$ cat src/pkg/gp_timer_pkg.sv
// Operation
// - Reset: counters and loads hold 0xFFFF
// - Reset: prescale counters and registers zero
// - Config 0 wide timer, 1 clock
// - Config 4 splits into two halves
// - Wide load write fills both halves
// - Wide value read joins both counts
// - Wide mode uses low half mode only
// - Wide counter counts down, reloads after zero
// - One-shot stops and clears enable; periodic continues
// - Zero sets sticky timeout flag, masked copy
// - Zero pulses trigger when trigger enabled
// - Load write while running loads the count at once
// - Freeze bit holds count until released
// - Clock mode counts up from one
// - Slow pin clock divided to one-second tick
// - Count equal match rolls to zero
// - Match sets clock flag, clear bit clears
// - Clock enable bit overrides freeze bits
// - Split halves: 16-bit count, 8-bit prescaler
// - Split zero reloads count and prescaler
// - Prescale p gives p+1 clocks per step
// - Mode field: one-shot 1, periodic 2
package gp_timer_pkg;

  localparam int ADDR_W = 8;

  typedef struct packed {
    logic [ADDR_W-1:0] addr;
    logic [31:0] wdata;
    logic wr;
    logic rd;
  } bus_req_t;

  typedef enum logic [1:0] {
    MODE_WIDE = 2'b00,
    MODE_CLOCK = 2'b01,
    MODE_SPLIT = 2'b11
  } width_mode_t;

  // Register offsets
  localparam logic [ADDR_W-1:0] OFF_CFG = 8'h00;
  localparam logic [ADDR_W-1:0] OFF_A_MODE = 8'h04;
  localparam logic [ADDR_W-1:0] OFF_B_MODE = 8'h08;
  localparam logic [ADDR_W-1:0] OFF_CTL = 8'h0c;
  localparam logic [ADDR_W-1:0] OFF_MASK = 8'h18;
  localparam logic [ADDR_W-1:0] OFF_RAW = 8'h1c;
  localparam logic [ADDR_W-1:0] OFF_MASKED = 8'h20;
  localparam logic [ADDR_W-1:0] OFF_CLEAR = 8'h24;
  localparam logic [ADDR_W-1:0] OFF_A_LOAD = 8'h28;
  localparam logic [ADDR_W-1:0] OFF_B_LOAD = 8'h2c;
  localparam logic [ADDR_W-1:0] OFF_MATCH = 8'h30;
  localparam logic [ADDR_W-1:0] OFF_A_PRESCALE = 8'h38;
  localparam logic [ADDR_W-1:0] OFF_B_PRESCALE = 8'h3c;
  localparam logic [ADDR_W-1:0] OFF_A_VALUE = 8'h48;
  localparam logic [ADDR_W-1:0] OFF_B_VALUE = 8'h4c;

  // Configuration and mode encodings
  localparam logic [2:0] CFG_WIDE = 3'h0;
  localparam logic [2:0] CFG_CLOCK = 3'h1;
  localparam logic [2:0] CFG_SPLIT = 3'h4;
  localparam logic [1:0] HALF_ONESHOT = 2'h1;
  localparam logic [1:0] HALF_PERIODIC = 2'h2;

  // Control bits; the high half sits one stride above the low half
  localparam int CTL_A_EN = 0;
  localparam int CTL_A_STALL = 1;
  localparam int CTL_RTC_EN = 4;
  localparam int CTL_A_OTE = 5;
  localparam int HALF_STRIDE = 8;

  // Status bits
  localparam int ST_A_TO = 0;
  localparam int ST_RTC = 3;
  localparam logic [15:0] ST_USED = 16'h0109;

  // Reset values
  localparam logic [15:0] CNT_RST = 16'hffff;
  localparam logic [15:0] LOAD_RST = 16'hffff;
  localparam logic [7:0] PRESCALE_RST = 8'h00;
  localparam logic [31:0] MATCH_RST = 32'hffff_ffff;
  localparam logic [31:0] RTC_START = 32'h0000_0001;

  // Slow clock to one-second tick
  localparam int SLOW_CLK_HZ = 32768;
  localparam int TICK_HZ = 1;
  localparam int RTC_DIV_CNT = SLOW_CLK_HZ / TICK_HZ;

  function automatic width_mode_t cfg_mode(input logic [2:0] cfg);
    unique case (cfg)
      CFG_CLOCK: cfg_mode = MODE_CLOCK;
      CFG_SPLIT: cfg_mode = MODE_SPLIT;
      default: cfg_mode = MODE_WIDE;
    endcase
  endfunction : cfg_mode

endpackage : gp_timer_pkg

$ cat src/core/slow_tick_divider.sv
module slow_tick_divider
  import gp_timer_pkg::*;
#(
  parameter int DIV = RTC_DIV_CNT
) (
  input wire logic clk,
  input wire logic sys_rst,
  input wire logic slow_clock_pin,
  output logic tick
);

  if (DIV < 2) begin : g_bad_div
    $error("slow_tick_divider: DIV must be at least 2");
  end

  localparam int CW = $clog2(DIV);

  logic sync1;
  logic sync2;
  logic last;
  logic [CW-1:0] edges;
  logic [CW-1:0] next_edges;
  logic next_tick;

  // Divide rising edges of the synchronised pin down to one tick
  always_comb begin
    next_edges = edges;
    next_tick = 1'b0;
    if (sync2 && !last) begin
      if (edges == CW'(DIV - 1)) begin
        next_edges = '0;
        next_tick = 1'b1;
      end else begin
        next_edges = edges + CW'(1);
      end
    end
  end

  always_ff @(posedge clk) begin
    if (sys_rst) begin
      sync1 <= 1'b0;
      sync2 <= 1'b0;
      last <= 1'b0;
      edges <= '0;
      tick <= 1'b0;
    end else begin
      sync1 <= slow_clock_pin;
      sync2 <= sync1;
      last <= sync2;
      edges <= next_edges;
      tick <= next_tick;
    end
  end

endmodule : slow_tick_divider

$ cat src/core/gp_timer_oneshot_periodic_rtc.sv
// Decided for this implementation: the placing of the registers and the address-and-strobe port.
module gp_timer_oneshot_periodic_rtc
  import gp_timer_pkg::*;
#(
  parameter int RTC_DIV = RTC_DIV_CNT
) (
  input wire logic clk,
  input wire logic sys_rst,
  input bus_req_t reg_req,
  output logic [31:0] rdata,
  input wire logic slow_clock_pin,
  output logic adc_trigger,
  output logic irq
);

  logic [2:0] cfg;
  logic [1:0] hmode [2];
  logic [15:0] ctl;
  logic [15:0] mask;
  logic [15:0] raw;
  logic [15:0] load [2];
  logic [15:0] cnt [2];
  logic [7:0] pr [2];
  logic [7:0] pre [2];
  logic [31:0] match;

  logic [2:0] next_cfg;
  logic [1:0] next_hmode [2];
  logic [15:0] next_ctl;
  logic [15:0] next_mask;
  logic [15:0] next_raw;
  logic [15:0] next_load [2];
  logic [15:0] next_cnt [2];
  logic [7:0] next_pr [2];
  logic [7:0] next_pre [2];
  logic [31:0] next_match;
  logic [31:0] next_rdata;
  logic next_trigger;
  logic next_irq;

  logic rtc_tick;
  logic [1:0] ev;
  logic rtc_ev;
  logic [15:0] set_bits;
  logic [31:0] wide;
  logic [31:0] next_wide;
  width_mode_t mode;
  logic wr_load_a;
  logic wr_load_b;
  logic enter_clock;
  logic any_stall;

  assign mode = cfg_mode(cfg);
  assign wide = {cnt[1], cnt[0]};
  assign any_stall = ctl[CTL_A_STALL] || ctl[CTL_A_STALL + HALF_STRIDE];

  slow_tick_divider #(
    .DIV(RTC_DIV)
  ) u_tick (
    .clk(clk),
    .sys_rst(sys_rst),
    .slow_clock_pin(slow_clock_pin),
    .tick(rtc_tick)
  );

  always_comb begin
    next_cfg = cfg;
    next_hmode = hmode;
    next_ctl = ctl;
    next_mask = mask;
    next_load = load;
    next_cnt = cnt;
    next_pr = pr;
    next_pre = pre;
    next_match = match;
    next_wide = wide;
    ev = 2'b00;
    rtc_ev = 1'b0;
    wr_load_a = 1'b0;
    wr_load_b = 1'b0;
    enter_clock = 1'b0;
    set_bits = '0;
    next_raw = raw;

    if (reg_req.wr) begin
      case (reg_req.addr)
        OFF_CFG: begin
          next_cfg = reg_req.wdata[2:0];
          enter_clock = cfg_mode(reg_req.wdata[2:0]) == MODE_CLOCK &&
                        mode != MODE_CLOCK;
        end
        OFF_A_MODE: next_hmode[0] = reg_req.wdata[1:0];
        OFF_B_MODE: next_hmode[1] = reg_req.wdata[1:0];
        OFF_CTL: next_ctl = reg_req.wdata[15:0];
        OFF_MASK: next_mask = reg_req.wdata[15:0] & ST_USED;
        OFF_A_LOAD: begin
          wr_load_a = 1'b1;
          next_load[0] = reg_req.wdata[15:0];
          if (mode != MODE_SPLIT) begin
            next_load[1] = reg_req.wdata[31:16];
          end
        end
        OFF_B_LOAD: begin
          wr_load_b = 1'b1;
          next_load[1] = reg_req.wdata[15:0];
        end
        OFF_MATCH: next_match = reg_req.wdata;
        OFF_A_PRESCALE: next_pr[0] = reg_req.wdata[7:0];
        OFF_B_PRESCALE: next_pr[1] = reg_req.wdata[7:0];
        default: ;
      endcase
    end

    unique case (mode)
      MODE_WIDE: begin
        // Only the low half's mode field and bits steer the joined counter
        if (ctl[CTL_A_EN] && !ctl[CTL_A_STALL]) begin
          if (wide == '0) begin
            next_wide = {load[1], load[0]};
            ev[0] = 1'b1;
            if (hmode[0] == HALF_ONESHOT) begin
              next_ctl[CTL_A_EN] = 1'b0;
            end
          end else begin
            next_wide = wide - 32'h1;
          end
        end
      end
      MODE_CLOCK: begin
        if (ctl[CTL_A_EN] && rtc_tick &&
            (ctl[CTL_RTC_EN] || !any_stall)) begin
          if (wide == match) begin
            next_wide = '0;
            rtc_ev = 1'b1;
          end else begin
            next_wide = wide + 32'h1;
          end
        end
      end
      MODE_SPLIT: begin
        for (int i = 0; i < 2; i++) begin
          if (ctl[CTL_A_EN + HALF_STRIDE * i] &&
              !ctl[CTL_A_STALL + HALF_STRIDE * i]) begin
            if (pre[i] != 8'h00) begin
              next_pre[i] = pre[i] - 8'h01;
            end else begin
              next_pre[i] = pr[i];
              if (cnt[i] == 16'h0000) begin
                next_cnt[i] = load[i];
                ev[i] = 1'b1;
                if (hmode[i] == HALF_ONESHOT) begin
                  next_ctl[CTL_A_EN + HALF_STRIDE * i] = 1'b0;
                end
              end else begin
                next_cnt[i] = cnt[i] - 16'h0001;
              end
            end
          end
        end
      end
      default: ;
    endcase

    if (mode != MODE_SPLIT) begin
      next_cnt[0] = next_wide[15:0];
      next_cnt[1] = next_wide[31:16];
    end
    // Software loads win over the counting step of the same cycle
    if (wr_load_a) begin
      next_cnt[0] = reg_req.wdata[15:0];
      if (mode != MODE_SPLIT) begin
        next_cnt[1] = reg_req.wdata[31:16];
      end
      if (mode == MODE_SPLIT) begin
        next_pre[0] = pr[0];
      end
    end
    if (wr_load_b) begin
      next_cnt[1] = reg_req.wdata[15:0];
      next_pre[1] = pr[1];
    end
    if (enter_clock) begin
      next_cnt[0] = RTC_START[15:0];
      next_cnt[1] = RTC_START[31:16];
    end

    set_bits[ST_A_TO] = ev[0];
    set_bits[ST_A_TO + HALF_STRIDE] = ev[1];
    set_bits[ST_RTC] = rtc_ev;
    if (reg_req.wr && reg_req.addr == OFF_CLEAR) begin
      next_raw = raw & ~reg_req.wdata[15:0];
    end
    // A new event in the clearing cycle survives
    next_raw = next_raw | set_bits;
    next_irq = |(next_raw & next_mask);
    next_trigger = (ev[0] && ctl[CTL_A_OTE]) ||
                   (ev[1] && ctl[CTL_A_OTE + HALF_STRIDE]);

    next_rdata = '0;
    if (reg_req.rd) begin
      case (reg_req.addr)
        OFF_CFG: next_rdata = {29'h0, cfg};
        OFF_A_MODE: next_rdata = {30'h0, hmode[0]};
        OFF_B_MODE: next_rdata = {30'h0, hmode[1]};
        OFF_CTL: next_rdata = {16'h0, ctl};
        OFF_MASK: next_rdata = {16'h0, mask};
        OFF_RAW: next_rdata = {16'h0, raw};
        OFF_MASKED: next_rdata = {16'h0, raw & mask};
        OFF_A_LOAD: next_rdata = mode == MODE_SPLIT ? {16'h0, load[0]} :
                                 {load[1], load[0]};
        OFF_B_LOAD: next_rdata = {16'h0, load[1]};
        OFF_MATCH: next_rdata = match;
        OFF_A_PRESCALE: next_rdata = {24'h0, pr[0]};
        OFF_B_PRESCALE: next_rdata = {24'h0, pr[1]};
        OFF_A_VALUE: next_rdata = mode == MODE_SPLIT ? {16'h0, cnt[0]} :
                                  wide;
        OFF_B_VALUE: next_rdata = {16'h0, cnt[1]};
        default: next_rdata = '0;
      endcase
    end
  end

  always_ff @(posedge clk) begin
    if (sys_rst) begin
      cfg <= CFG_WIDE;
      ctl <= '0;
      mask <= '0;
      raw <= '0;
      match <= MATCH_RST;
      rdata <= '0;
      adc_trigger <= 1'b0;
      irq <= 1'b0;
      for (int i = 0; i < 2; i++) begin
        hmode[i] <= 2'h0;
        load[i] <= LOAD_RST;
        cnt[i] <= CNT_RST;
        pr[i] <= PRESCALE_RST;
        pre[i] <= PRESCALE_RST;
      end
    end else begin
      cfg <= next_cfg;
      ctl <= next_ctl;
      mask <= next_mask;
      raw <= next_raw;
      match <= next_match;
      rdata <= next_rdata;
      adc_trigger <= next_trigger;
      irq <= next_irq;
      for (int i = 0; i < 2; i++) begin
        hmode[i] <= next_hmode[i];
        load[i] <= next_load[i];
        cnt[i] <= next_cnt[i];
        pr[i] <= next_pr[i];
        pre[i] <= next_pre[i];
      end
    end
  end

  logic quiet_wr;
  assign quiet_wr = !reg_req.wr;
endmodule : gp_timer_oneshot_periodic_rtc

$ cat config.mk
export PLATFORM = sky130hd
export DESIGN_NAME = gp_timer_oneshot_periodic_rtc
export DESIGN_NICKNAME = d
export VERILOG_FILES = /design/src/pkg/gp_timer_pkg.sv /design/src/core/slow_tick_divider.sv /design/src/core/gp_timer_oneshot_periodic_rtc.sv
export SDC_FILE = /design/constraint.sdc
export NUM_CORES = 1
export LEC_CHECK = 0
export ABC_CLOCK_PERIOD_IN_PS = 4850
export BUFFER_PORTS_ARGS = -buffer_cell sky130_fd_sc_hd__buf_4
export CAP_MARGIN = 20
export CORE_ASPECT_RATIO = 0.9
export CORE_MARGIN = 2
export CORE_UTILIZATION = 27
export DETAILED_ROUTE_END_ITERATION = 10
export GPL_TIMING_DRIVEN = 0
export SETUP_SLACK_MARGIN = 0.1
export SKIP_CTS_REPAIR_TIMING = 1
export SYNTH_ARGS = -nofsm -noshare
export SYNTH_HDL_FRONTEND = slang
export SYNTH_SLANG_ARGS = --single-unit
$ cat constraint.sdc
create_clock -name clk -period 4.85 [get_ports clk]
set_input_delay 0.7275 -clock clk [delete_from_list [all_inputs] [get_ports clk]]
set_output_delay 0.7275 -clock clk [all_outputs]
set_load 0.005 [all_outputs]
==> flow_summary.json <==
{
  "period_minus_slack_ns": 4.492,
  "arrival_ns": 4.94,
  "detailroute.via_count": 15904,
  "timing_worst_slew_pin_value_ns": 1.341,
  "maxSlewHeadroom": 0.1060,
  "timing_startpoint_of_the_critical_path": "cnt[1]$_SDFF_PP1_",
  "synth.yosys.warnings": 0,
  "clk_path_buf_depth": 3,
  "placed_cells": 2554,
  "mostFrequentLayoutCells": "238 x sky130_fd_sc_hd__nand2_1, 236 x sky130_fd_sc_hd__dfxtp_1, 184 x sky130_fd_sc_hd__nor2_1",
  "crit_path_top_delay_cell": "sky130_fd_sc_hd__nor3_1",
  "pin_count": 79,
  "clkSlewWorstSetupHoldPaths_ns": 0.07,
  "whs_endpoint": "u_tick.sync1$_SDFF_PP0_",
  "die_h_um": 218.7,
  "average_cell_area_after_synthesis_um2": 7.673,
  "buffer_ports.inserted": 69,
  "postRouteAntennaNets": 0,
  "reg2reg_setup_slack_ns": 0.36,
  "crit_path_max_fanout": 10,
  "internal_power_uw": 3253,
  "crit_buf_inv": 3,
  "p_clk_frac": 0.507,
  "worst-r2r-cell-count": 10,
  "remaining_drc_errors": 0,
  "clock_sink_count": 236,
  "grt_start_max_net_pins": 16,
  "ys_types": 79,
  "commonest_register_cell_after_synthesis": "sky130_fd_sc_hd__dfxtp_1",
  "fillers": 5391,
  "worstHoldStart": "slow_clock_pin",
  "grt_antenna_before_repair": 2,
  "initial_drt_pass_iterations": 8,
  "dpl_cell_area_um2": 15230,
  "critPathLaunchType": "flip-flop",
  "dp.final_hpwl_mm": 55.85,
  "cts_inserted_buffers": 29,
  "wire_length_per_cell_after_detailed_routing_um": 28.56,
  "globalRoute.totalOverflow": 0,
  "rsz0062_at_grt": "false",
  "synth_nets": 1856,
  "timing.critical_path.cells": "clkbuf_1, inv_1, ha_1, nor3b_1, and4_1, clkbuf_1, a21oi_1, nor3_1, a21oi_1, o311ai_0",
  "total_net_switching_power_uw": 1190,
  "crit-reg2reg-launch": "cnt[1]$_SDFF_PP1_",
  "cp_slowest_stage_delay_ns": 0.72,
  "path_depth": 10,
  "clk_latency_ns": 0.61,
  "critical-path-top-delay-family": "simple AND/OR/NAND/NOR gates",
  "totalWireLength_mm": 74.50,
  "cells_after_synthesis": 1802,
  "hold_violations": 0,
  "swShare": 0.2677,
  "portion_of_the_clock_cycle_consumed_by_the_worst_path_in_the_final_layout": 0.9262,
  "cp.required_ns": 5.29,
  "layout.cell_area.non_filler_um2": 16200,
  "synth_enable_flop_cells": 0,
  "final_max_slew_viol_count": 0,
  "gp_routability_congestion": 1.130,
  "timing.fmax_mhz": 222.6,
  "asyncSetResetFlopFracSynth": 0,
  "multi_input_comb_area_um2": 8378,
  "timing.setup.tns_ns": 0,
  "grt_first_pass_wirelength_mm": 106.1,
  "power.share.combinational": 0.055,
  "core_area_um2": 50460,
  "via_count_of_the_first_global_routing_pass": 14787,
  "post-route-util": 0.3210,
  "floorplan.die.width_um": 242.5,
  "part_of_the_yosys_area_used_for_sequential_elements": 0.3417,
  "post_detailed_route_via_to_cell_ratio": 6.098,
  "insertedDiodeCount": 0,
  "synth.ff_latch_count": 236,
  "die_area_um2": 53040,
  "seqPwrFrac": 0.439,
  "regArea_um2": 4725,
  "area.growth.synth_to_final_pct": 17.14,
  "peakVddDrop_uv": 264.7,
  "setup.worst_path.end_class": "flip-flop",
  "rows": 78,
  "cts_tree": "built",
  "cts_root_buffer": "sky130_fd_sc_hd__clkbuf_16",
  "final_instance_count_excl_fillers": 2608,
  "final_setup_violations": 0,
  "htree_levels": 1,
  "grt_use_total": 0.2722,
  "drtIter0Drc": 2572,
  "max_cap_viol_count": 0,
  "cellPowerDensity_nw_per_um2": 274.3,
  "floorplan.initialDensity": 0.2740,
  "worst_r2r_endpoint": "irq$_SDFF_PP0_",
  "syn-cell-area_um2": 13830,
  "status": "finished clean",
  "cellLeakagePower_uw": 0.006027,
  "drive_gt1_frac": 0.09180,
  "worstHoldPathType": "primary input to flip-flop",
  "min_delay_path_depth": 2,
  "clock_skew_ns": 0.01804,
  "criticalPathCategory": "flip-flop to flip-flop",
  "finalNetCount": 1959,
  "layout_commonest_cell": "sky130_fd_sc_hd__nand2_1"
}
cell type report:
type	instances	share of cell area
Timing Repair Buffer	72	0.03322
Tap cell	680	0.05253
Inverter	25	0.005794
Multi-Input combinational cell	1383	0.5173
Clock inverter	17	0.009193
Buffer	158	0.03994
Clock buffer	37	0.05037
Sequential cell	236	0.2917
cell usage after synthesis (11+ instances only):
cell type / count / area, um2
sky130_fd_sc_hd__o211ai_1: 18 / 135.1
sky130_fd_sc_hd__nor2b_1: 12 / 75.07
sky130_fd_sc_hd__nor2_1: 184 / 690.7
sky130_fd_sc_hd__buf_2: 18 / 90.09
sky130_fd_sc_hd__o311ai_0: 15 / 131.4
sky130_fd_sc_hd__a31oi_1: 30 / 187.7
sky130_fd_sc_hd__a21o_1: 17 / 127.6
sky130_fd_sc_hd__dfxtp_1: 236 / 4725
sky130_fd_sc_hd__and3_1: 56 / 350.3
sky130_fd_sc_hd__or4_1: 14 / 105.1
sky130_fd_sc_hd__nand3_1: 59 / 295.3
sky130_fd_sc_hd__nand2_1: 238 / 893.4
sky130_fd_sc_hd__a21oi_1: 124 / 620.6
sky130_fd_sc_hd__nor4_1: 25 / 156.4
sky130_fd_sc_hd__o22ai_1: 11 / 68.82
sky130_fd_sc_hd__mux2i_1: 26 / 260.3
sky130_fd_sc_hd__nor3_1: 53 / 265.3
sky130_fd_sc_hd__o31ai_1: 13 / 97.59
sky130_fd_sc_hd__inv_1: 24 / 90.09
sky130_fd_sc_hd__xor2_1: 58 / 508.0
sky130_fd_sc_hd__or3_1: 14 / 87.58
sky130_fd_sc_hd__a211o_1: 34 / 297.8
sky130_fd_sc_hd__a22oi_1: 24 / 180.2
sky130_fd_sc_hd__a222oi_1: 29 / 290.3
sky130_fd_sc_hd__a211oi_1: 17 / 127.6
sky130_fd_sc_hd__o21ai_0: 59 / 295.3
sky130_fd_sc_hd__a221oi_1: 27 / 236.5
sky130_fd_sc_hd__nand4_1: 33 / 206.5
sky130_fd_sc_hd__clkbuf_1: 126 / 473.0
sky130_fd_sc_hd__and2_1: 17 / 106.4
sky130_fd_sc_hd__xnor2_1: 36 / 315.3
sky130_fd_sc_hd__a22o_1: 12 / 105.1
flip-flops by register name (all words and copies together), names as in the netlist, named ones only:
name,cells
rdata,32
u_tick.last,1
raw,16
mask,16
hmode,4
match,32
u_tick.edges,15
irq,1
cfg,3
u_tick.sync1,1
pre,14
load,32
ctl,16
u_tick.tick,1
u_tick.sync2,1
pr,16
cnt,32
adc_trigger,1
power by group through the flow:
stage | logic (uW) | clock network (uW) | registers [uW]
2_1_floorplan | 98.6 | 0 | 1990
3_3_place_gp | 226 | 0 | 1990
3_5_place_dp | 227 | 0 | 1990
4_1_cts | 228 | 2260 | 1950
5_1_grt | 245 | 2330 | 1950
6_report | 243 | 2250 | 1950
logic make-up (layout without fill, tap and decap cells):
family          count (synthesis)  in the layout  synth area share
compound gates                498            498            0.2516
flops                         236            236            0.3417
fa+ha+maj                       9              9          0.008144
buf+inv                       183            309           0.05357
mux                            28             28           0.02045
simple gates                  754            754            0.2650
xor+xnor                       94             94           0.05954
stage by stage:
| stage | setup WS [ns] | hold slack, ns | power (uW) |
|---|---|---|---|
| 2_1_floorplan | 1.981 | 0.4138 | 2088 |
| 3_3_place_gp | 0.6544 | 0.4387 | 2218 |
| 3_5_place_dp | 0.7318 | 0.4313 | 2219 |
| 4_1_cts | 0.6666 | 0.3329 | 4440 |
| 5_1_grt | 0.3738 | 0.3551 | 4527 |
| 6_report | 0.3580 | 0.3406 | 4443 |
how the worst max path moves through the flow:
stage	to	slack, ns
6_report	irq$_SDFF_PP0_	0.36
5_1_grt	irq$_SDFF_PP0_	0.37
3_5_place_dp	irq$_SDFF_PP0_	0.73
4_1_cts	irq$_SDFF_PP0_	0.67
2_1_floorplan	cnt[14]$_SDFF_PP1_	1.98
3_3_place_gp	irq$_SDFF_PP0_	0.65
metal layers:
layer	vias up	share of wire	GRT usage
met3	258	0.13	0.07737
met2	1217	0.40	0.3888
met1	7583	0.40	0.3666
li1	6846	-	-
met4	0	0.066	0.1502
met5	-	0	0
Note: power is estimated with default switching activity, not from simulation.
